[config.mk]
export PLATFORM = sky130hd
export DESIGN_NAME = ppo_top
export DESIGN_NICKNAME = d
export VERILOG_FILES = /design/src/ppo_pkg.sv /design/src/ppo_change_override.sv /design/src/ppo_port_a.sv /design/src/ppo_top.sv
export SDC_FILE = /design/constraint.sdc
export NUM_CORES = 1
export LEC_CHECK = 0
export BUFFER_PORTS_ARGS = -buffer_cell sky130_fd_sc_hd__buf_2
export CELL_PAD_IN_SITES_DETAIL_PLACEMENT = 2
export CELL_PAD_IN_SITES_GLOBAL_PLACEMENT = 2
export CORE_ASPECT_RATIO = 2
export CORE_MARGIN = 2
export CORE_UTILIZATION = 26
export CTS_BUF_LIST = sky130_fd_sc_hd__clkbuf_16
export DETAILED_ROUTE_END_ITERATION = 7
export MAX_ROUTING_LAYER = met4
export PLACE_DENSITY = 0.87
export SLEW_MARGIN = 20
export SYNTH_ARGS = -nofsm -noshare
export SYNTH_HDL_FRONTEND = slang
export SYNTH_SLANG_ARGS = --single-unit
[constraint.sdc]
create_clock -name i_clk -period 2.3 [get_ports i_clk]
set_input_delay 0.46 -clock i_clk [delete_from_list [all_inputs] [get_ports i_clk]]
set_output_delay 0.46 -clock i_clk [all_outputs]
set_load 0.02 [all_outputs]
[src/ppo_pkg.sv]
// shared constants and types for the port pin override and port a block
`default_nettype none
package ppo_pkg;
  // ---------------------------------------------------------------
  // register indices (byte address is four times the index)
  // ---------------------------------------------------------------
  localparam logic [7:0] IDX_SENSE = 8'h00;
  localparam logic [7:0] IDX_DIR = 8'h01;
  localparam logic [7:0] IDX_LATCH = 8'h02;
  localparam logic [7:0] IDX_IRQ_STAT = 8'h03;
  localparam logic [7:0] IDX_IRQ_MASK = 8'h04;

  // ---------------------------------------------------------------
  // reset values
  // ---------------------------------------------------------------
  localparam logic [7:0] RST_DIR = 8'h00;
  localparam logic [7:0] RST_LATCH = 8'h00;
  localparam logic [7:0] RST_SENSE = 8'h00;
  localparam logic [7:0] RST_IRQ_STAT = 8'h00;
  localparam logic [7:0] RST_IRQ_MASK = 8'h00;

  // ---------------------------------------------------------------
  // bus answers and field positions
  // ---------------------------------------------------------------
  localparam logic [1:0] RESP_OKAY = 2'h0;
  localparam logic [1:0] RESP_SLVERR = 2'h2;
  localparam int STRB_LANE0 = 0;
  localparam int PCH_H_FIRST = 16;
  localparam int PCH_J_FIRST = 24;

  // per-pin alternate function override bundle
  typedef struct packed {
    logic pullup_override_enable;
    logic direction_override_enable;
    logic output_value_override_enable;
    logic input_buffer_override_enable;
    logic input_buffer_override_value;
  } ppo_ovr_t;

  // one-hot bus channel states
  typedef enum logic [1:0] {
    PPO_WR_IDLE = 2'b01,
    PPO_WR_RESP = 2'b10
  } ppo_wr_state_t;

  typedef enum logic [1:0] {
    PPO_RD_IDLE = 2'b01,
    PPO_RD_RESP = 2'b10
  } ppo_rd_state_t;
endpackage
`default_nettype wire

[src/ppo_change_override.sv]
// override logic for pins whose only alternate function is pin-change irq
`default_nettype none
module ppo_change_override #(
  parameter int W = 4
) (
  input wire logic i_clk,
  input wire logic i_rst_n,
  input wire logic [W-1:0] i_pin,
  input wire logic [W-1:0] i_mask,
  input wire logic i_group_en,
  output ppo_pkg::ppo_ovr_t [W-1:0] o_ovr,
  output logic [W-1:0] o_src
);
  // ---------------------------------------------------------------
  // per-pin override and source routing
  // ---------------------------------------------------------------
  for (genvar g = 0; g < W; g++) begin : g_pin
    // pull-up, direction and value are never taken over
    assign o_ovr[g].pullup_override_enable = 1'b0;
    assign o_ovr[g].direction_override_enable = 1'b0;
    assign o_ovr[g].output_value_override_enable = 1'b0;
    // input buffer kept on only while the pin can raise a change
    assign o_ovr[g].input_buffer_override_enable = i_mask[g] & i_group_en;
    assign o_ovr[g].input_buffer_override_value = 1'b0;
    // each pin feeds its own change source
    assign o_src[g] = i_pin[g];

    buf_gate_a: assert property (@(posedge i_clk) disable iff (!i_rst_n)
      o_ovr[g].input_buffer_override_enable == (i_mask[g] && i_group_en)
      && !o_ovr[g].input_buffer_override_value)
      else $error("input buffer override gating wrong");
    no_takeover_a: assert property (@(posedge i_clk) disable iff (!i_rst_n)
      !o_ovr[g].pullup_override_enable && !o_ovr[g].direction_override_enable
      && !o_ovr[g].output_value_override_enable)
      else $error("pin function override raised");
    src_route_a: assert property (@(posedge i_clk) disable iff (!i_rst_n)
      $changed(i_pin[g]) |-> o_src[g] == i_pin[g])
      else $error("change source not following pin");
  end
endmodule
`default_nettype wire

[src/ppo_port_a.sv]
// port a pin drive, pin sampling and change detection
`default_nettype none
module ppo_port_a #(
  parameter int W = 8
) (
  input wire logic i_clk,
  input wire logic i_rst_n,
  input wire logic [W-1:0] i_pin,
  input wire logic [W-1:0] i_dir,
  input wire logic [W-1:0] i_latch,
  output logic [W-1:0] o_sense,
  output logic [W-1:0] o_change,
  output logic [W-1:0] o_out,
  output logic [W-1:0] o_oe
);
  // ---------------------------------------------------------------
  // pin sense follows the pad level one cycle late
  // ---------------------------------------------------------------
  logic [W-1:0] sense_r;
  logic armed_r;

  // no reset level exists for pins, so start from zero
  always_ff @(posedge i_clk or negedge i_rst_n) begin
    if (!i_rst_n) begin
      sense_r <= ppo_pkg::RST_SENSE[W-1:0];
    end else begin
      sense_r <= i_pin;
    end
  end

  // pads may rest high in reset; the zero start must not look like an edge
  always_ff @(posedge i_clk or negedge i_rst_n) begin
    if (!i_rst_n) begin
      armed_r <= 1'b0;
    end else begin
      armed_r <= 1'b1;
    end
  end

  // change is seen the cycle the pad differs from the last sample
  assign o_change = armed_r ? (i_pin ^ sense_r) : '0;
  assign o_sense = sense_r;

  // ---------------------------------------------------------------
  // drive: direction one puts the latch on the pad
  // ---------------------------------------------------------------
  assign o_oe = i_dir;
  assign o_out = i_latch;

  sense_track_a: assert property (@(posedge i_clk) disable iff (!i_rst_n)
    ##1 o_sense == $past(i_pin))
    else $error("pin sense lags pad by wrong amount");
  drive_map_a: assert property (@(posedge i_clk) disable iff (!i_rst_n)
    (o_oe & o_out) == (i_dir & i_latch) && (o_oe == i_dir))
    else $error("pad drive does not match direction and latch");
endmodule
`default_nettype wire

[src/ppo_top.sv]
// port pin override and port a register block behind an axi4-lite slave
`default_nettype none
module ppo_top #(
  parameter int ADDR_W = 8,
  parameter bit HAS_PORT_J = 1'b1,
  parameter int PA_W = 8,
  parameter int PH_W = 4,
  parameter int PJ_W = 7
) (
  input wire logic i_clk,
  input wire logic i_rst_n,
  // axi4-lite write address
  input wire logic i_axi_awvalid,
  output logic o_axi_awready,
  input wire logic [ADDR_W-1:0] i_axi_awaddr,
  // axi4-lite write data
  input wire logic i_axi_wvalid,
  output logic o_axi_wready,
  input wire logic [31:0] i_axi_wdata,
  input wire logic [3:0] i_axi_wstrb,
  // axi4-lite write response
  output logic o_axi_bvalid,
  input wire logic i_axi_bready,
  output logic [1:0] o_axi_bresp,
  // axi4-lite read address
  input wire logic i_axi_arvalid,
  output logic o_axi_arready,
  input wire logic [ADDR_W-1:0] i_axi_araddr,
  // axi4-lite read data
  output logic o_axi_rvalid,
  input wire logic i_axi_rready,
  output logic [31:0] o_axi_rdata,
  output logic [1:0] o_axi_rresp,
  // port a pads
  input wire logic [PA_W-1:0] i_pa_pin,
  output logic [PA_W-1:0] o_pa_out,
  output logic [PA_W-1:0] o_pa_oe,
  // port h low half and port j change pins
  input wire logic [PH_W-1:0] i_ph_pin,
  input wire logic [PH_W-1:0] i_ph_mask,
  input wire logic [PJ_W-1:0] i_pj_pin,
  input wire logic [PJ_W-1:0] i_pj_mask,
  input wire logic i_group_en,
  output ppo_pkg::ppo_ovr_t [PH_W-1:0] o_ph_ovr,
  output ppo_pkg::ppo_ovr_t [PJ_W-1:0] o_pj_ovr,
  output logic [PH_W-1:0] o_ph_src,
  output logic [PJ_W-1:0] o_pj_src,
  // interrupt
  output logic o_irq
);
  // ---------------------------------------------------------------
  // address decode helper
  // ---------------------------------------------------------------
  // unaligned byte addresses never hit, so they fall to slverr
  function automatic logic reg_hit(input logic [ADDR_W-1:0] addr,
                                   input logic [7:0] idx);
    logic [ADDR_W-1:0] byte_addr;
    byte_addr = ADDR_W'({idx, 2'b00});
    reg_hit = (addr == byte_addr);
  endfunction

  function automatic logic reg_known(input logic [ADDR_W-1:0] addr);
    reg_known = reg_hit(addr, ppo_pkg::IDX_SENSE) ||
                reg_hit(addr, ppo_pkg::IDX_DIR) ||
                reg_hit(addr, ppo_pkg::IDX_LATCH) ||
                reg_hit(addr, ppo_pkg::IDX_IRQ_STAT) ||
                reg_hit(addr, ppo_pkg::IDX_IRQ_MASK);
  endfunction

  // ---------------------------------------------------------------
  // declarations
  // ---------------------------------------------------------------
  logic [PA_W-1:0] dir_r;
  logic [PA_W-1:0] latch_r;
  logic [PA_W-1:0] irq_stat_r;
  logic [PA_W-1:0] irq_stat_nxt;
  logic [PA_W-1:0] irq_mask_r;
  logic [PA_W-1:0] pa_sense;
  logic [PA_W-1:0] pa_change;
  logic [PA_W-1:0] irq_clr;
  logic aw_held_r;
  logic [ADDR_W-1:0] aw_addr_r;
  logic w_held_r;
  logic [31:0] w_data_r;
  logic [3:0] w_strb_r;
  logic [1:0] bresp_r;
  logic [31:0] rdata_r;
  logic [1:0] rresp_r;
  ppo_pkg::ppo_wr_state_t wr_state_r;
  ppo_pkg::ppo_rd_state_t rd_state_r;
  logic aw_take;
  logic w_take;
  logic ar_take;
  logic wr_fire;
  logic lane0;
  logic wr_dir;
  logic wr_latch;
  logic wr_stat;
  logic wr_mask;

  // ---------------------------------------------------------------
  // write channel handshakes
  // ---------------------------------------------------------------
  // address and data are taken independently, then joined
  assign o_axi_awready = !aw_held_r && (wr_state_r == ppo_pkg::PPO_WR_IDLE);
  assign o_axi_wready = !w_held_r && (wr_state_r == ppo_pkg::PPO_WR_IDLE);
  assign aw_take = i_axi_awvalid && o_axi_awready;
  assign w_take = i_axi_wvalid && o_axi_wready;
  assign wr_fire = aw_held_r && w_held_r && (wr_state_r == ppo_pkg::PPO_WR_IDLE);
  assign lane0 = w_strb_r[ppo_pkg::STRB_LANE0];

  // per-register write strobes; only byte lane 0 carries data
  assign wr_dir = wr_fire && lane0 && reg_hit(aw_addr_r, ppo_pkg::IDX_DIR);
  assign wr_latch = wr_fire && lane0 && reg_hit(aw_addr_r, ppo_pkg::IDX_LATCH);
  assign wr_stat = wr_fire && lane0 && reg_hit(aw_addr_r, ppo_pkg::IDX_IRQ_STAT);
  assign wr_mask = wr_fire && lane0 && reg_hit(aw_addr_r, ppo_pkg::IDX_IRQ_MASK);

  // address holding register
  always_ff @(posedge i_clk or negedge i_rst_n) begin
    if (!i_rst_n) begin
      aw_held_r <= 1'b0;
      aw_addr_r <= '0;
    end else if (aw_take) begin
      aw_held_r <= 1'b1;
      aw_addr_r <= i_axi_awaddr;
    end else if (wr_fire) begin
      aw_held_r <= 1'b0;
    end
  end

  // data holding register
  always_ff @(posedge i_clk or negedge i_rst_n) begin
    if (!i_rst_n) begin
      w_held_r <= 1'b0;
      w_data_r <= 32'h0000_0000;
      w_strb_r <= 4'h0;
    end else if (w_take) begin
      w_held_r <= 1'b1;
      w_data_r <= i_axi_wdata;
      w_strb_r <= i_axi_wstrb;
    end else if (wr_fire) begin
      w_held_r <= 1'b0;
    end
  end

  // write response state; one write in flight at a time
  always_ff @(posedge i_clk or negedge i_rst_n) begin
    if (!i_rst_n) begin
      wr_state_r <= ppo_pkg::PPO_WR_IDLE;
      bresp_r <= ppo_pkg::RESP_OKAY;
    end else begin
      case (wr_state_r)
        ppo_pkg::PPO_WR_IDLE: begin
          if (wr_fire) begin
            wr_state_r <= ppo_pkg::PPO_WR_RESP;
            bresp_r <= reg_known(aw_addr_r) ? ppo_pkg::RESP_OKAY
                                            : ppo_pkg::RESP_SLVERR;
          end
        end
        ppo_pkg::PPO_WR_RESP: begin
          if (i_axi_bready) begin
            wr_state_r <= ppo_pkg::PPO_WR_IDLE;
          end
        end
        default: begin
          wr_state_r <= ppo_pkg::PPO_WR_IDLE;
        end
      endcase
    end
  end

  assign o_axi_bvalid = (wr_state_r == ppo_pkg::PPO_WR_RESP);
  assign o_axi_bresp = bresp_r;

  // ---------------------------------------------------------------
  // port a control registers
  // ---------------------------------------------------------------
  // direction register
  always_ff @(posedge i_clk or negedge i_rst_n) begin
    if (!i_rst_n) begin
      dir_r <= ppo_pkg::RST_DIR[PA_W-1:0];
    end else if (wr_dir) begin
      dir_r <= w_data_r[PA_W-1:0];
    end
  end

  // output latch register
  always_ff @(posedge i_clk or negedge i_rst_n) begin
    if (!i_rst_n) begin
      latch_r <= ppo_pkg::RST_LATCH[PA_W-1:0];
    end else if (wr_latch) begin
      latch_r <= w_data_r[PA_W-1:0];
    end
  end

  // interrupt mask register
  always_ff @(posedge i_clk or negedge i_rst_n) begin
    if (!i_rst_n) begin
      irq_mask_r <= ppo_pkg::RST_IRQ_MASK[PA_W-1:0];
    end else if (wr_mask) begin
      irq_mask_r <= w_data_r[PA_W-1:0];
    end
  end

  // ---------------------------------------------------------------
  // port a pins and change interrupt
  // ---------------------------------------------------------------
  ppo_port_a #(
    .W(PA_W)
  ) u_port_a (
    .i_clk(i_clk),
    .i_rst_n(i_rst_n),
    .i_pin(i_pa_pin),
    .i_dir(dir_r),
    .i_latch(latch_r),
    .o_sense(pa_sense),
    .o_change(pa_change),
    .o_out(o_pa_out),
    .o_oe(o_pa_oe)
  );

  // write-one-to-clear; a change in the same cycle keeps the bit set
  assign irq_clr = wr_stat ? w_data_r[PA_W-1:0] : '0;
  assign irq_stat_nxt = (irq_stat_r & ~irq_clr) | pa_change;

  always_ff @(posedge i_clk or negedge i_rst_n) begin
    if (!i_rst_n) begin
      irq_stat_r <= ppo_pkg::RST_IRQ_STAT[PA_W-1:0];
    end else begin
      irq_stat_r <= irq_stat_nxt;
    end
  end

  assign o_irq = |(irq_stat_r & irq_mask_r);

  // ---------------------------------------------------------------
  // read channel
  // ---------------------------------------------------------------
  assign o_axi_arready = (rd_state_r == ppo_pkg::PPO_RD_IDLE);
  assign ar_take = i_axi_arvalid && o_axi_arready;

  // read data is captured at the address handshake and held
  always_ff @(posedge i_clk or negedge i_rst_n) begin
    if (!i_rst_n) begin
      rdata_r <= 32'h0000_0000;
      rresp_r <= ppo_pkg::RESP_OKAY;
    end else if (ar_take) begin
      rresp_r <= ppo_pkg::RESP_OKAY;
      if (reg_hit(i_axi_araddr, ppo_pkg::IDX_SENSE)) begin
        rdata_r <= 32'(pa_sense);
      end else if (reg_hit(i_axi_araddr, ppo_pkg::IDX_DIR)) begin
        rdata_r <= 32'(dir_r);
      end else if (reg_hit(i_axi_araddr, ppo_pkg::IDX_LATCH)) begin
        rdata_r <= 32'(latch_r);
      end else if (reg_hit(i_axi_araddr, ppo_pkg::IDX_IRQ_STAT)) begin
        rdata_r <= 32'(irq_stat_r);
      end else if (reg_hit(i_axi_araddr, ppo_pkg::IDX_IRQ_MASK)) begin
        rdata_r <= 32'(irq_mask_r);
      end else begin
        rdata_r <= 32'h0000_0000;
        rresp_r <= ppo_pkg::RESP_SLVERR;
      end
    end
  end

  // read response state; one read in flight at a time
  always_ff @(posedge i_clk or negedge i_rst_n) begin
    if (!i_rst_n) begin
      rd_state_r <= ppo_pkg::PPO_RD_IDLE;
    end else begin
      case (rd_state_r)
        ppo_pkg::PPO_RD_IDLE: begin
          if (ar_take) begin
            rd_state_r <= ppo_pkg::PPO_RD_RESP;
          end
        end
        ppo_pkg::PPO_RD_RESP: begin
          if (i_axi_rready) begin
            rd_state_r <= ppo_pkg::PPO_RD_IDLE;
          end
        end
        default: begin
          rd_state_r <= ppo_pkg::PPO_RD_IDLE;
        end
      endcase
    end
  end

  assign o_axi_rvalid = (rd_state_r == ppo_pkg::PPO_RD_RESP);
  assign o_axi_rdata = rdata_r;
  assign o_axi_rresp = rresp_r;

  // ---------------------------------------------------------------
  // change-only pins of port h and port j
  // ---------------------------------------------------------------
  ppo_change_override #(
    .W(PH_W)
  ) u_port_h (
    .i_clk(i_clk),
    .i_rst_n(i_rst_n),
    .i_pin(i_ph_pin),
    .i_mask(i_ph_mask),
    .i_group_en(i_group_en),
    .o_ovr(o_ph_ovr),
    .o_src(o_ph_src)
  );

  // variants without port j tie its outputs quiet
  if (HAS_PORT_J) begin : g_port_j
    ppo_change_override #(
      .W(PJ_W)
    ) u_port_j (
      .i_clk(i_clk),
      .i_rst_n(i_rst_n),
      .i_pin(i_pj_pin),
      .i_mask(i_pj_mask),
      .i_group_en(i_group_en),
      .o_ovr(o_pj_ovr),
      .o_src(o_pj_src)
    );
  end else begin : g_no_port_j
    assign o_pj_ovr = '0;
    assign o_pj_src = '0;
  end

  // ---------------------------------------------------------------
  // checks
  // ---------------------------------------------------------------
  latch_write_a: assert property (@(posedge i_clk) disable iff (!i_rst_n)
    wr_latch |=> latch_r == $past(w_data_r[PA_W-1:0]) && o_axi_bvalid)
    else $error("latch write not applied");
  latch_keep_a: assert property (@(posedge i_clk) disable iff (!i_rst_n)
    !wr_latch |=> $stable(latch_r))
    else $error("latch changed without a write");
  dir_read_a: assert property (@(posedge i_clk) disable iff (!i_rst_n)
    ar_take && reg_hit(i_axi_araddr, ppo_pkg::IDX_DIR)
    |=> o_axi_rvalid && o_axi_rdata == 32'($past(dir_r)))
    else $error("direction read back wrong");
  sense_read_a: assert property (@(posedge i_clk) disable iff (!i_rst_n)
    ##1 ar_take && reg_hit(i_axi_araddr, ppo_pkg::IDX_SENSE)
    |=> o_axi_rdata == 32'($past(i_pa_pin, 2)))
    else $error("pin sense read wrong");
  port_j_gone_a: assert property (@(posedge i_clk) disable iff (!i_rst_n)
    !HAS_PORT_J |-> o_pj_src == '0 && o_pj_ovr == '0)
    else $error("absent port j is active");
  pad_drive_a: assert property (@(posedge i_clk) disable iff (!i_rst_n)
    wr_dir |=> o_pa_oe == $past(w_data_r[PA_W-1:0]) && o_pa_out == $past(latch_r))
    else $error("pad drive not following registers");
  bresp_hold_a: assert property (@(posedge i_clk) disable iff (!i_rst_n)
    o_axi_bvalid && !i_axi_bready |=> o_axi_bvalid && $stable(o_axi_bresp))
    else $error("write response dropped early");
  irq_sticky_a: assert property (@(posedge i_clk) disable iff (!i_rst_n)
    |pa_change |=> (irq_stat_r & $past(pa_change)) == $past(pa_change))
    else $error("pin change event lost");
endmodule
`default_nettype wire

==> results.txt <==
* Status: complete, no violations
* Worst-case vdd ir drop: ~0.00042 V
* Placed Cells: 661
- The worst register-to-register path has a setup slack of 0.23 ns.
- The number of different library cells used by synthesis comes to between 40 and 50.
- In the final timing run, aggregate negative setup slack is 0 ns.
* Max-cap viol count: 0
* Number of nets in the layout: 564
- Number of DRC markers in iteration 0: around 100
- Relative to the synthesized area, the layout overhead comes to 16.43%.
- STA classifies the critical path endpoint as a register.
* Buffer cell driving the clock tree root: clkbuf_16
- Commonest non-fill, non-tap cells in the layout: 94 x buf_2, 72 x dfrtp_1, 71 x conb_1
- In this run the horizontal extent of the chip is 92.01 microns.
- Data required time of the worst path: ~2.5 ns
- Reg-to-reg endpoint: latch_r[1]
* Antenna violations before repair: 0
- Final hold analysis gives a worst-case slack of about 0.13 ns.
- The number of cells on the worst reg-to-reg path is 4.
- In this run the deepest clock path goes through 2 buffers.
* Final Cycle Share: 89.80%
- Hold Violations, Final: 0
- Main combinational cell family by area after synthesis: buffers and inverters
- Kind of launch point of the worst setup path: register
- For this run, the number of Yosys warnings is 0.
- The floorplan step defined a die boundary enclosing approximately 17000 sq um.
- Fraction of the yosys area taken by sequential cells: 46.04%
* Finished layout cell area: 4690 sq um
* Latest clock arrival within the worst-skew pair: ~0.34 ns
- Along the worst path, the maximum fanout reaches 8.
- Slew margin rel.: 60.14%
* Initial Utilization: between 20% and 30%
- The die is about 180 microns tall.
- Setup violations remaining at the end of the flow were counted as 0.
- Multiplexer area fraction after synthesis: about a tenth
- Cell types occupying the most area after synthesis: dfrtp_1 45%, buf_4 15%, mux2_2 8.7%
* DRC viols: 0
- Synthesis inferred 74 register bits.
* Transition time at the pin with the least slew margin: between 0.5 and 0.6 ns
* Number of placement rows: between 60 and 70
- roughly 210 I/O pins were placed.
* Remaining number of nets flagged by the antenna check after routing: 0
- Counting every instance in the synthesized netlist gives slightly below 400.
- The number of setup buffers added after CTS is 0.
* Filler-free cell count of the finished design: a little under 700
* CP Class: reg -> reg
- The first global-routing pass estimated about 19000 microns of wire.
- In this run the cell area of the synthesized design comes to between 4000 and 5000 sq um.
- Count of hold-fix buffers inserted at cts: 0
- Placer congestion estimate: 0.8129
- Number of sinks handled by clock tree synthesis: 74
- The synthesized netlist devotes under 10% of its cell area to XOR and XNOR gates.
* TritonCTS buffer count: 9
- Most frequent standard cell in the layout excluding fill and tap cells: buf_2
* Final critical-path required period: ~2.1 ns
- Gates resized, CTS repair: 0
- Maximum clock frequency: 484.2 MHz
- Complex-gate fraction of the synthesized area: about an eighth
- Placement Cell Area: around 4400 sq um
- Detailed-placement wirelength estimate: about 9600 microns
- Crit. Startpoint: aw_addr_r[0]
- Diode insertion count for antenna repair: 0
- RSZ-0062 raised after global routing: false
- The clock arrives with between 0.008 and 0.009 ns of skew.
- The total count of max-transition violations in the final report is 0.
- For this run the aggregate overflow at the end of global routing stands at 0.
- Detailed routing inserted a total of between 2000 and 3000 vias.
* Core area: 15210 sq um
- R2R Path Start: aw_addr_r[0]
- Dividing the detail-routed wire length by the instance count gives about 18 microns.
- The H-tree was split into 3 levels.
- The worst hold path belongs to the class in -> async.
* Average via count per standard cell: about 4.4
* Number of global-route vias before repair: between 3000 and 4000
* Synth Area in Adders: 0%
- For this design the ratio of total power to cell area is roughly 950 nW/um^2.
* Fraction of post-synthesis cell area in the top cell type by area: between 40% and 50%
- The first TritonRoute pass finished after 4 iterations.
* Data arrival time of the critical path: 2.28 ns
- TritonCTS built the clock tree.
* Post-synthesis simple-gate area fraction: 12.49%
- Global-route total usage across every layer: between 10% and 20%
* Maximum number of pins on one net before global-route repair: 44
* Average size of a mapped cell: 10.38 sq um
- For this design the static power due to leakage is 0.002369 uW.
- Cell accounting for the most synthesized area: dfrtp_1
- Wire length reported by the detailed router: 12070 microns
- Clock-pin slew was measured on the worst setup and hold paths at approximately 0.06 ns.
- Fraction of final layout cells sized beyond drive strength 1: about a third
- Port buffering added 94 buffers.
[registers in the layout, summed over array words and instances (netlist names)]
signal / count
aw_addr_r: 8
aw_held_r: 1
dir_r: 8
irq_mask_r: 8
irq_stat_r: 8
latch_r: 8
o_axi_bresp: 1
o_axi_rdata: 8
o_axi_rresp: 1
rd_state_r: 2
u_port_a.armed_r: 1
u_port_a.o_sense: 8
w_data_r: 8
w_held_r: 1
w_strb_r: 1
wr_state_r: 2
[routing by layer]
metal	global-route usage (%)	wire length, microns
met4	6.746	414
met3	3.471	676
met1	13.53	3772
met5	-	0
met2	29.82	7205
[logic make-up after synthesis]
| group | Yosys count |
|---|---|
| mux | 36 |
| xor+xnor | 8 |
| compound gates | 71 |
| simple gates | 90 |
| other cells | 2 |
| buf+inv | 107 |
| flops | 74 |
[worst max-delay path by stage]
stage	to	slack [ns]	cells past startpoint
after floorplan	aw_addr_r[0]	0.44	5
after global placement	latch_r[1]	0.28	4
after detailed placement	latch_r[1]	0.22	4
after CTS	latch_r[1]	0.21	4
after global routing	dir_r[5]	0.15	4
final	latch_r[1]	0.23	4
[critical path, cell delays in order, from the launching register on]
cell and delay [ns]:
dfrtp_1 0.38, or4_4 0.57, nor3_4 0.32, nand4_4 0.30, mux2_4 0.38
[synth_stat cells (all sizes together)]
master   count
nand2       38
nand2b       3
nand3b       1
nand4        3
nor4bb       1
or4          2
nor2        12
nor3b        1
xor2         8
a31o         6
o2bb2ai      1
o21ai       26
a21oi        9
a21o         8
o22ai        7
nor3         4
conb         2
mux2        32
nand4b       3
dfrtp       72
mux2i        4
and2        12
a31oi        2
a22oi       10
o41ai        1
nor2b        6
inv         14
and3b        1
dfstp        2
clkbuf       9
nand3        1
a22o         1
buf         84
and3         2
[area by class of cell]
type / instances / area [sq um]
tap: 198 / 247.7
multi-input combinational: 276 / 1719
clock buffer: 9 / 225.2
inverter: 14 / 52.55
fill: 1716 / 10530
sequential: 74 / 1854
clock inverter: 7 / 70.07
timing repair buffer: 99 / 520.5
[power breakdown]
group	internal, uW	total, uW	switching, uW
combinational	422	1150	726
clock	836	1400	566
sequential	1580	1890	302
[metrics by stage]
step           total power [uW]  util, %  worst slack (ns)
2_1_floorplan              2713        -            0.4355
3_3_place_gp               2962    28.88            0.2825
3_5_place_dp               3073    28.88            0.2167
4_1_cts                    4507    30.82            0.2090
5_1_grt                    4718    30.82            0.1533
6_report                   4434    30.82            0.2346
Note: power is estimated with default switching activity, not from simulation.
